**src/common/port_b_pkg.sv**
```systemverilog
package port_b_pkg;

  // ********************************************
  // Sizes and register offsets
  // ********************************************
  localparam int ADDR_W   = 4;
  localparam int DATA_W   = 8;
  localparam int NUM_PINS = 8;
  localparam int NUM_PAIR = 4;

  localparam logic [ADDR_W-1:0] OFF_INPUT  = 4'h0;
  localparam logic [ADDR_W-1:0] OFF_OUTPUT = 4'h1;
  localparam logic [ADDR_W-1:0] OFF_DIR    = 4'h2;
  localparam logic [ADDR_W-1:0] OFF_ODRAIN = 4'h3;
  localparam logic [ADDR_W-1:0] OFF_PULLUP = 4'h4;
  localparam logic [ADDR_W-1:0] OFF_ANALOG = 4'h5;
  localparam logic [ADDR_W-1:0] OFF_FUNC   = 4'h6;

  // ********************************************
  // Function register fields and reset values
  // ********************************************
  localparam int F_PWM0   = 0;
  localparam int F_PWM1   = 1;
  localparam int F_CPUCK  = 2;
  localparam int F_XTALCK = 3;
  localparam int F_XTALEN = 4;
  localparam int F_USRT   = 5;
  localparam int F_UTX    = 6;
  localparam int F_URX    = 7;

  localparam logic [DATA_W-1:0]   RST_BYTE = 8'h00;
  localparam logic [NUM_PAIR-1:0] RST_ANA  = 4'h0;
  localparam logic [DATA_W-1:0]   UNMAPPED = 8'h00;

  // ********************************************
  // Carriers
  // ********************************************
  typedef struct packed {
    logic [ADDR_W-1:0] addr;
    logic [DATA_W-1:0] wdata;
    logic              wr;
    logic              rd;
  } reg_req_t;

  typedef struct packed {
    logic out;
    logic oe;
    logic pull;
  } pin_drv_t;

  typedef struct packed {
    logic [7:0] out;
    logic [7:0] dir;
    logic [7:0] odrain;
    logic [7:0] pull;
    logic [3:0] ana;
    logic [7:0] func;
    logic [7:0] rdata;
    logic [7:0] pad_out;
    logic [7:0] pad_oe;
    logic [7:0] pad_pull;
    logic [7:0] pad_ana;
    logic       cpu_div;
    logic       rx;
    logic [1:0] usrt_in;
  } state_t;

endpackage

```
**src/hw/port_b_io.sv**
```systemverilog
`timescale 1ns/100ps
module port_b_io
  import port_b_pkg::*;
(
  // Clock and reset
  input  wire logic          i_clk_sys,
  input  wire logic          i_rst,
  // Register port
  input  wire reg_req_t      i_req,
  output logic [DATA_W-1:0]  o_rdata,
  // Pads
  input  wire logic [7:0]    i_pad_in,
  output logic [7:0]         o_pad_out,
  output logic [7:0]         o_pad_oe,
  output logic [7:0]         o_pad_pull,
  output logic [7:0]         o_pad_ibuf_en,
  output logic [7:0]         o_pad_analog,
  // Peripheral sources
  input  wire logic          i_pwm_out0,
  input  wire logic          i_pwm_out1,
  input  wire logic          i_xtal_clk,
  input  wire logic          i_serial_tx,
  input  wire logic          i_sync_serial_line0_value,
  input  wire logic          i_sync_serial_line1_value,
  input  wire logic          i_sync_serial_line0_drive,
  input  wire logic          i_sync_serial_line1_drive,
  // Peripheral sinks
  output logic               o_serial_rx,
  output logic [1:0]         o_sync_serial_in
);

  // ********************************************
  // Helpers
  // ********************************************

  // One analog bit covers two neighbouring pins
  function automatic logic [7:0] pair_mask(input logic [3:0] ana);
    logic [7:0] m;
    m = 8'h00;
    for (int k = 0; k < NUM_PINS; k++) begin
      m[k] = ana[k/2];
    end
    return m;
  endfunction

  // Pull-up is suppressed wherever the pad is actively driven
  function automatic pin_drv_t drive(input logic is_out, input logic od,
                                     input logic val, input logic req);
    pin_drv_t d;
    d.out  = val;
    d.oe   = is_out & (~od | ~val);
    d.pull = req & (~is_out | (od & val));
    return d;
  endfunction

  // ********************************************
  // State
  // ********************************************
  state_t st_r;
  state_t st_nxt;
  logic [7:0] ana_pins;

  assign ana_pins = pair_mask(st_r.ana);

  // Next state: register port, pin muxing
  always_comb begin
    pin_drv_t d;
    logic     is_out;
    logic     od;
    logic     val;
    d      = '0;
    is_out = 1'b0;
    od     = 1'b0;
    val    = 1'b0;
    st_nxt = st_r;

    // Read data stands only in the cycle after the strobe
    st_nxt.rdata = 8'h00;
    if (i_req.rd) begin
      case (i_req.addr)
        OFF_INPUT:  st_nxt.rdata = i_pad_in & ~ana_pins;
        OFF_OUTPUT: st_nxt.rdata = st_r.out;
        OFF_DIR:    st_nxt.rdata = st_r.dir;
        OFF_ODRAIN: st_nxt.rdata = st_r.odrain;
        OFF_PULLUP: st_nxt.rdata = st_r.pull;
        OFF_ANALOG: st_nxt.rdata = {4'h0, st_r.ana};
        OFF_FUNC:   st_nxt.rdata = st_r.func;
        default:    st_nxt.rdata = UNMAPPED;
      endcase
    end

    // Writes land on the next edge
    if (i_req.wr) begin
      case (i_req.addr)
        OFF_OUTPUT: st_nxt.out    = i_req.wdata;
        OFF_DIR:    st_nxt.dir    = i_req.wdata;
        OFF_ODRAIN: st_nxt.odrain = i_req.wdata;
        OFF_PULLUP: st_nxt.pull   = i_req.wdata;
        OFF_ANALOG: st_nxt.ana    = i_req.wdata[3:0];
        OFF_FUNC:   st_nxt.func   = i_req.wdata;
        default:    st_nxt.out    = st_r.out;
      endcase
    end

    // Free-running divider gives an even duty clock on pin 2
    st_nxt.cpu_div = ~st_r.cpu_div;

    // Per-pin priority: analog, function, digital
    for (int i = 0; i < NUM_PINS; i++) begin
      is_out = st_r.dir[i];
      od     = st_r.odrain[i];
      val    = st_r.out[i];
      if (i == 0 && st_r.func[F_PWM0]) begin
        val = i_pwm_out0;
      end
      if (i == 1 && st_r.func[F_PWM1]) begin
        val = i_pwm_out1;
      end
      if (i == 2 && st_r.func[F_CPUCK]) begin
        val = st_r.cpu_div;
      end
      if (i == 3 && st_r.func[F_XTALCK] && st_r.func[F_XTALEN]) begin
        val = i_xtal_clk;
      end
      if (i == 4 && st_r.func[F_USRT]) begin
        is_out = i_sync_serial_line0_drive;
        od     = 1'b1;
        val    = i_sync_serial_line0_value;
      end
      if (i == 5 && st_r.func[F_USRT]) begin
        is_out = i_sync_serial_line1_drive;
        od     = 1'b1;
        val    = i_sync_serial_line1_value;
      end
      if (i == 6 && st_r.func[F_UTX]) begin
        is_out = 1'b1;
        od     = 1'b0;
        val    = i_serial_tx;
      end
      if (i == 7 && st_r.func[F_URX]) begin
        is_out = 1'b0;
      end
      d = drive(is_out, od, val, st_r.pull[i]);
      if (ana_pins[i]) begin
        d = '0;
      end
      st_nxt.pad_out[i]  = d.out & d.oe;
      st_nxt.pad_oe[i]   = d.oe;
      st_nxt.pad_pull[i] = d.pull;
    end
    st_nxt.pad_ana = ana_pins;

    // Idle-high feed when the pad is not lent to the peripheral
    st_nxt.rx = (st_r.func[F_URX] && !st_r.ana[3]) ? i_pad_in[7] : 1'b1;
    st_nxt.usrt_in[0] = (st_r.func[F_USRT] && !st_r.ana[2]) ? i_pad_in[4] : 1'b1;
    st_nxt.usrt_in[1] = (st_r.func[F_USRT] && !st_r.ana[2]) ? i_pad_in[5] : 1'b1;
  end

  // State register; every pad starts as an input
  always_ff @(posedge i_clk_sys or posedge i_rst) begin
    if (i_rst) begin
      st_r         <= '0;
      st_r.out     <= RST_BYTE;
      st_r.dir     <= RST_BYTE;
      st_r.odrain  <= RST_BYTE;
      st_r.pull    <= RST_BYTE;
      st_r.ana     <= RST_ANA;
      st_r.rx      <= 1'b1;
      st_r.usrt_in <= 2'b11;
    end else begin
      st_r <= st_nxt;
    end
  end

  // ********************************************
  // Outputs
  // ********************************************

  // All from the state register, o_pad_ibuf_en through an inverter
  assign o_rdata          = st_r.rdata;
  assign o_pad_out        = st_r.pad_out;
  assign o_pad_oe         = st_r.pad_oe;
  assign o_pad_pull       = st_r.pad_pull;
  assign o_pad_ibuf_en    = ~st_r.pad_ana;
  assign o_pad_analog     = st_r.pad_ana;
  assign o_serial_rx      = st_r.rx;
  assign o_sync_serial_in = st_r.usrt_in;

  // ********************************************
  // Assertions
  // ********************************************

  a_pwm0_override: assert property (@(posedge i_clk_sys) disable iff (i_rst)
    st_r.func[F_PWM0] && !st_r.ana[0] && st_r.dir[0] && !st_r.odrain[0]
    |=> o_pad_oe[0] && o_pad_out[0] == $past(i_pwm_out0))
    else $error("pwm0 not on pin 0");

  a_pwm1_dir_kept: assert property (@(posedge i_clk_sys) disable iff (i_rst)
    st_r.func[F_PWM1] && !st_r.ana[0] && !st_r.dir[1] |=> !o_pad_oe[1])
    else $error("pwm1 forced pin direction");

  a_xtal_pin: assert property (@(posedge i_clk_sys) disable iff (i_rst)
    st_r.func[F_XTALCK] && st_r.func[F_XTALEN] && !st_r.ana[1] && st_r.dir[3]
    && !st_r.odrain[3] |=> o_pad_out[3] == $past(i_xtal_clk))
    else $error("crystal clock missing on pin 3");

  a_xtal_gated: assert property (@(posedge i_clk_sys) disable iff (i_rst)
    !st_r.func[F_XTALEN] && !st_r.ana[1] && st_r.dir[3] && !st_r.odrain[3]
    |=> o_pad_out[3] == $past(st_r.out[3]))
    else $error("pin 3 ignored output bit");

  a_cpu_clk_toggle: assert property (@(posedge i_clk_sys) disable iff (i_rst)
    (st_r.func[F_CPUCK] && !st_r.ana[1] && st_r.dir[2] && !st_r.odrain[2])[*2]
    |=> o_pad_out[2] != $past(o_pad_out[2]))
    else $error("cpu clock on pin 2 not toggling");

  a_usrt_never_high: assert property (@(posedge i_clk_sys) disable iff (i_rst)
    st_r.func[F_USRT] && !st_r.ana[2] |=> !(o_pad_oe[4] && o_pad_out[4]) && !(o_pad_oe[5] && o_pad_out[5]))
    else $error("usrt pin driven high");

  a_usrt_line_low: assert property (@(posedge i_clk_sys) disable iff (i_rst)
    st_r.func[F_USRT] && !st_r.ana[2] && i_sync_serial_line1_drive && !i_sync_serial_line1_value
    |=> o_pad_oe[5] && !o_pad_out[5])
    else $error("usrt line 1 low not driven");

  a_uart_tx_pin: assert property (@(posedge i_clk_sys) disable iff (i_rst)
    st_r.func[F_UTX] && !st_r.ana[3] |=> o_pad_oe[6] && o_pad_out[6] == $past(i_serial_tx))
    else $error("uart tx not on pin 6");

  a_uart_rx_pin: assert property (@(posedge i_clk_sys) disable iff (i_rst)
    st_r.func[F_URX] && !st_r.ana[3] |=> !o_pad_oe[7] && o_serial_rx == $past(i_pad_in[7]))
    else $error("uart rx not fed from pin 7");

  a_push_pull_out: assert property (@(posedge i_clk_sys) disable iff (i_rst)
    st_r.dir[6] && !st_r.odrain[6] && !st_r.func[F_UTX] && !st_r.ana[3]
    |=> o_pad_oe[6] && !o_pad_pull[6] && o_pad_out[6] == $past(st_r.out[6]))
    else $error("push-pull pin 6 wrong");

  a_open_drain_high: assert property (@(posedge i_clk_sys) disable iff (i_rst)
    st_r.dir[7] && st_r.odrain[7] && st_r.out[7] && !st_r.func[F_URX] && !st_r.ana[3]
    |=> !o_pad_oe[7] && o_pad_pull[7] == $past(st_r.pull[7]))
    else $error("open-drain high pin 7 wrong");

  a_input_read: assert property (@(posedge i_clk_sys) disable iff (i_rst)
    i_req.rd && i_req.addr == OFF_INPUT && st_r.ana == 4'h0 |=> o_rdata == $past(i_pad_in))
    else $error("input read not direct");

  a_analog_pair: assert property (@(posedge i_clk_sys) disable iff (i_rst)
    st_r.ana[2] |=> o_pad_oe[5:4] == 2'b00 && o_pad_ibuf_en[5:4] == 2'b00 && o_pad_pull[5:4] == 2'b00)
    else $error("analog pair still digital");

  a_dir_readback: assert property (@(posedge i_clk_sys) disable iff (i_rst)
    i_req.wr && i_req.addr == OFF_DIR ##1 i_req.rd && i_req.addr == OFF_DIR
    |=> o_rdata == $past(i_req.wdata, 2))
    else $error("direction readback wrong");

  a_reset_input: assert property (@(posedge i_clk_sys)
    $fell(i_rst) |-> st_r.dir == 8'h00 && st_r.pull == 8'h00 && o_pad_oe == 8'h00)
    else $error("pins not inputs after reset");

endmodule

```
**config.mk**
```make
export PLATFORM = sky130hd
export DESIGN_NAME = port_b_io
export DESIGN_NICKNAME = d
export VERILOG_FILES = /design/src/common/port_b_pkg.sv /design/src/hw/port_b_io.sv
export SDC_FILE = /design/constraint.sdc
export NUM_CORES = 1
export LEC_CHECK = 0
export BUFFER_PORTS_ARGS = -buffer_cell sky130_fd_sc_hd__buf_2
export CAP_MARGIN = 20
export CORE_ASPECT_RATIO = 1.75
export CORE_MARGIN = 1.5
export CORE_UTILIZATION = 50
export DETAILED_ROUTE_END_ITERATION = 7
export GPL_TIMING_DRIVEN = 0
export PLACE_DENSITY = 0.84
export SLEW_MARGIN = 20
export SYNTH_ARGS = -nofsm -noshare
export SYNTH_HDL_FRONTEND = slang
export SYNTH_SLANG_ARGS = --single-unit
```
**constraint.sdc**
```tcl
create_clock -name i_clk_sys -period 3.02 [get_ports i_clk_sys]
set_clock_uncertainty 0.1 [all_clocks]
set_input_delay 0.604 -clock i_clk_sys [delete_from_list [all_inputs] [get_ports i_clk_sys]]
set_output_delay 0.604 -clock i_clk_sys [all_outputs]
set_load 0.02 [all_outputs]
```
==> flow_metrics.env <==
export IMPL_syn_inst=336
export IMPL_fmax_mhz=471.1
export IMPL_powerDensity_nw_per_um2=720.3
export IMPL_startpoint_type="primary input"
export IMPL_fillers=632
export IMPL_p_seq_share_pct=42.7
export IMPL_ys_warn_count=0
export IMPL_die_h_microns=122.5
export IMPL_r2r_start="ana_pins[6]"
export IMPL_worst_setup_path_end_kind="flop"
export IMPL_syn_avg_cell_area_sq_um=12.15
export IMPL_start_util_pct=51.61
export IMPL_ant_nets=0
export IMPL_pwr_share_comb_pct=24.8
export IMPL_finalWorstSetupSlack_ps=897.2
export IMPL_cts_sinks=84
export IMPL_vias=2939
export IMPL_r2r_slack_ps=1510
export IMPL_mostFrequentLayoutCell="buf_2"
export IMPL_htree_levels=3
export IMPL_setup_viol=0
export IMPL_dp_cells=509
export IMPL_placedInstanceArea_sq_um=4627
export IMPL_rsz0062_at_grt="no"
export IMPL_wl_per_cell_microns=17.77
export IMPL_netSwitchingPower_mw=1.031
export IMPL_syn_area_sq_um=4081
export IMPL_grt_overflow=0
export IMPL_multi_input_area_sq_um=1506
export IMPL_reg2reg_depth=3
export IMPL_cts_reportedPaths_clkPinSlew_ps=60
export IMPL_final_core_util_pct=62.52
export IMPL_antenna_found_initial=0
export IMPL_mostFrequentLayoutCells="buf_2, dfrtp_1, mux2_2"
export IMPL_synth_seq_area_share_pct=51.59
export IMPL_viasPerCell=5.598
export IMPL_syn_nets=368
export IMPL_clock_tree_root_cell="clkbuf_16"
export IMPL_final_cell_area_sq_um=4945
export IMPL_reg2reg_to="o_pad_out[7]"
export IMPL_io_pins=83
export IMPL_crit_fanout=10
export IMPL_clkPwrFrac_pct=32.5
export IMPL_ys_ff_latch=84
export IMPL_drtIter0Drc=230
export IMPL_post_place_ws_ps=574.0
export IMPL_fin_crit_sh_pct=70.29
export IMPL_tightest_slew_ps=1080
export IMPL_yosysUniqueCellTypes=42
export IMPL_syn2layout_area_growth_pct=21.15
export IMPL_post_cts_buffers=0
export IMPL_dieArea_sq_um=8735
export IMPL_first_pass_iters=4
export IMPL_stdcell_count=525
export IMPL_period_minus_slack_ps=2123
export IMPL_drv_slew=0
export IMPL_routabilityCongestion=0.9206
export IMPL_io_buffers=82
export IMPL_cts_resized=0
export IMPL_swShare_pct=28.95
export IMPL_ir_drop_v=0.0003843
export IMPL_p_leak_nw=2.534
export IMPL_slew_headroom_pct=27.37
export IMPL_finalNetCount=462
export IMPL_worst_setup_path_type="primary input to flop"
export IMPL_clk_path_buf_depth=2
export IMPL_grt_pass1_wl_microns=14610
export IMPL_hp_class="primary input to async pin"
export IMPL_num_rows=43
export IMPL_status="finished clean"
export IMPL_ff_latch_area_sq_um=2106
export IMPL_antennaDiodeCount=0
export IMPL_cts_hold_buffers=0
export IMPL_hold_slack_ps=213.1
export IMPL_maxCapViolCount=0
export IMPL_hold_violations=0
export IMPL_grt_start_max_net_pins=44
export IMPL_totalWireLength_microns=9327
export IMPL_drc=0
export IMPL_detailed_place_hpwl_microns=6754
export IMPL_cts_tree="yes"
export IMPL_drive_gt1_share_pct=48.51
export IMPL_cts_buffers=9
export IMPL_grt_pass1_vias=3025
export IMPL_timing_setup_tns_ps=0
export IMPL_core_region_area_sq_um=7909
export IMPL_internal_power_mw=2.531
export IMPL_track_usage_pct=22.32
export IMPL_clk_insertion_delay_late_ps=340
export IMPL_fp_dieW_microns=71.30
export IMPL_crit_required_ps=3160
export IMPL_report_power_total_mw=3.562
export IMPL_cp_arrival_ps=2260
## per-layer routing
layer  GRT usage, %  part of all wire, %
met1          23.53                   35
met2          39.87                   57
met3          4.680                  5.6
met4          13.56                  3.3
met5              0                    0
## synth_stat cells, drive strengths merged
library cell	number	area [sq um]
or3	1	6.260
a21boi	1	7.510
nor3	6	30.03
or4bb	1	11.26
or3b	1	8.760
a21oi	3	15.01
nand3	1	5.000
o21a	1	7.510
a211oi	1	7.510
nand3b	12	110.1
nor4	3	25.02
nand4b	2	17.52
dfrtp	81	2027
mux2i	4	40.04
nor2	5	18.77
a31oi	8	50.05
clkbuf	8	30.03
o21ai	15	75.07
inv	15	56.30
nor3b	6	61.31
and2	1	6.260
and3b	25	219.0
nor2b	3	18.77
nand2	5	18.77
buf	52	382.9
and4	2	17.52
nand4bb	1	11.26
mux2	50	563.0
o211a	1	10.01
a32oi	8	70.07
a2111oi	1	8.760
o2111a	1	11.26
a21o	2	15.01
dfstp	3	78.83
and3	5	31.28
nor4b	1	8.760
## worst max-delay path, cell delays in order
cell and delay, ps:
buf_2 140, buf_4 200, nor4_2 820, a32oi_1 230, a31oi_1 260
## cell families (layout without fill, tap and decap cells)
logic type | count (synthesis) | after routing | share of synthesized area (%)
DFF | 84 | 84 | 51.59
and+or+nand+nor | 81 | 81 | 15.33
buffers and inverters | 75 | 174 | 11.50
muxes | 54 | 54 | 14.78
AOI/OAI and AO/OA | 42 | 42 | 6.806
## worst max-delay path by stage
stage,start,to,slack (ps),cells after the start
floorplan,i_rst,ana_pins[0],160,1
global placement,i_rst,o_pad_pull[7],-640,2
detailed placement,i_req[12],o_rdata[2],570,5
CTS,i_req[12],o_rdata[2],920,5
global route,i_req[12],o_rdata[2],870,5
finish,i_req[12],o_rdata[2],900,5
## flip-flops by register name, summed over array words and instances (netlist names)
| register | cells |
|---|---|
| ana_pins | 4 |
| o_pad_analog | 4 |
| o_pad_oe | 8 |
| o_pad_out | 8 |
| o_pad_pull | 8 |
| o_rdata | 8 |
| o_serial_rx | 1 |
| o_sync_serial_in | 2 |
| st_r | 41 |
## power by group through the flow
stage | combinational (mW) | clock [mW] | sequential (mW)
5_1_grt | 0.953 | 1.22 | 1.55
4_1_cts | 0.892 | 1.17 | 1.52
6_report | 0.883 | 1.16 | 1.52
2_1_floorplan | 0.659 | 0 | 1.48
3_3_place_gp | 0.850 | 0 | 1.52
3_5_place_dp | 0.888 | 0 | 1.54
## area by class of cell
cell class | count | area share (%)
Clock buffer | 11 | 4.909
Timing Repair Buffer | 83 | 8.704
Inverter | 15 | 1.189
Tap cell | 90 | 2.277
Sequential cell | 84 | 42.59
Multi-Input combinational cell | 177 | 30.47
Buffer | 60 | 8.350
Clock inverter | 5 | 1.518
Note: power is estimated with default switching activity, not from simulation.
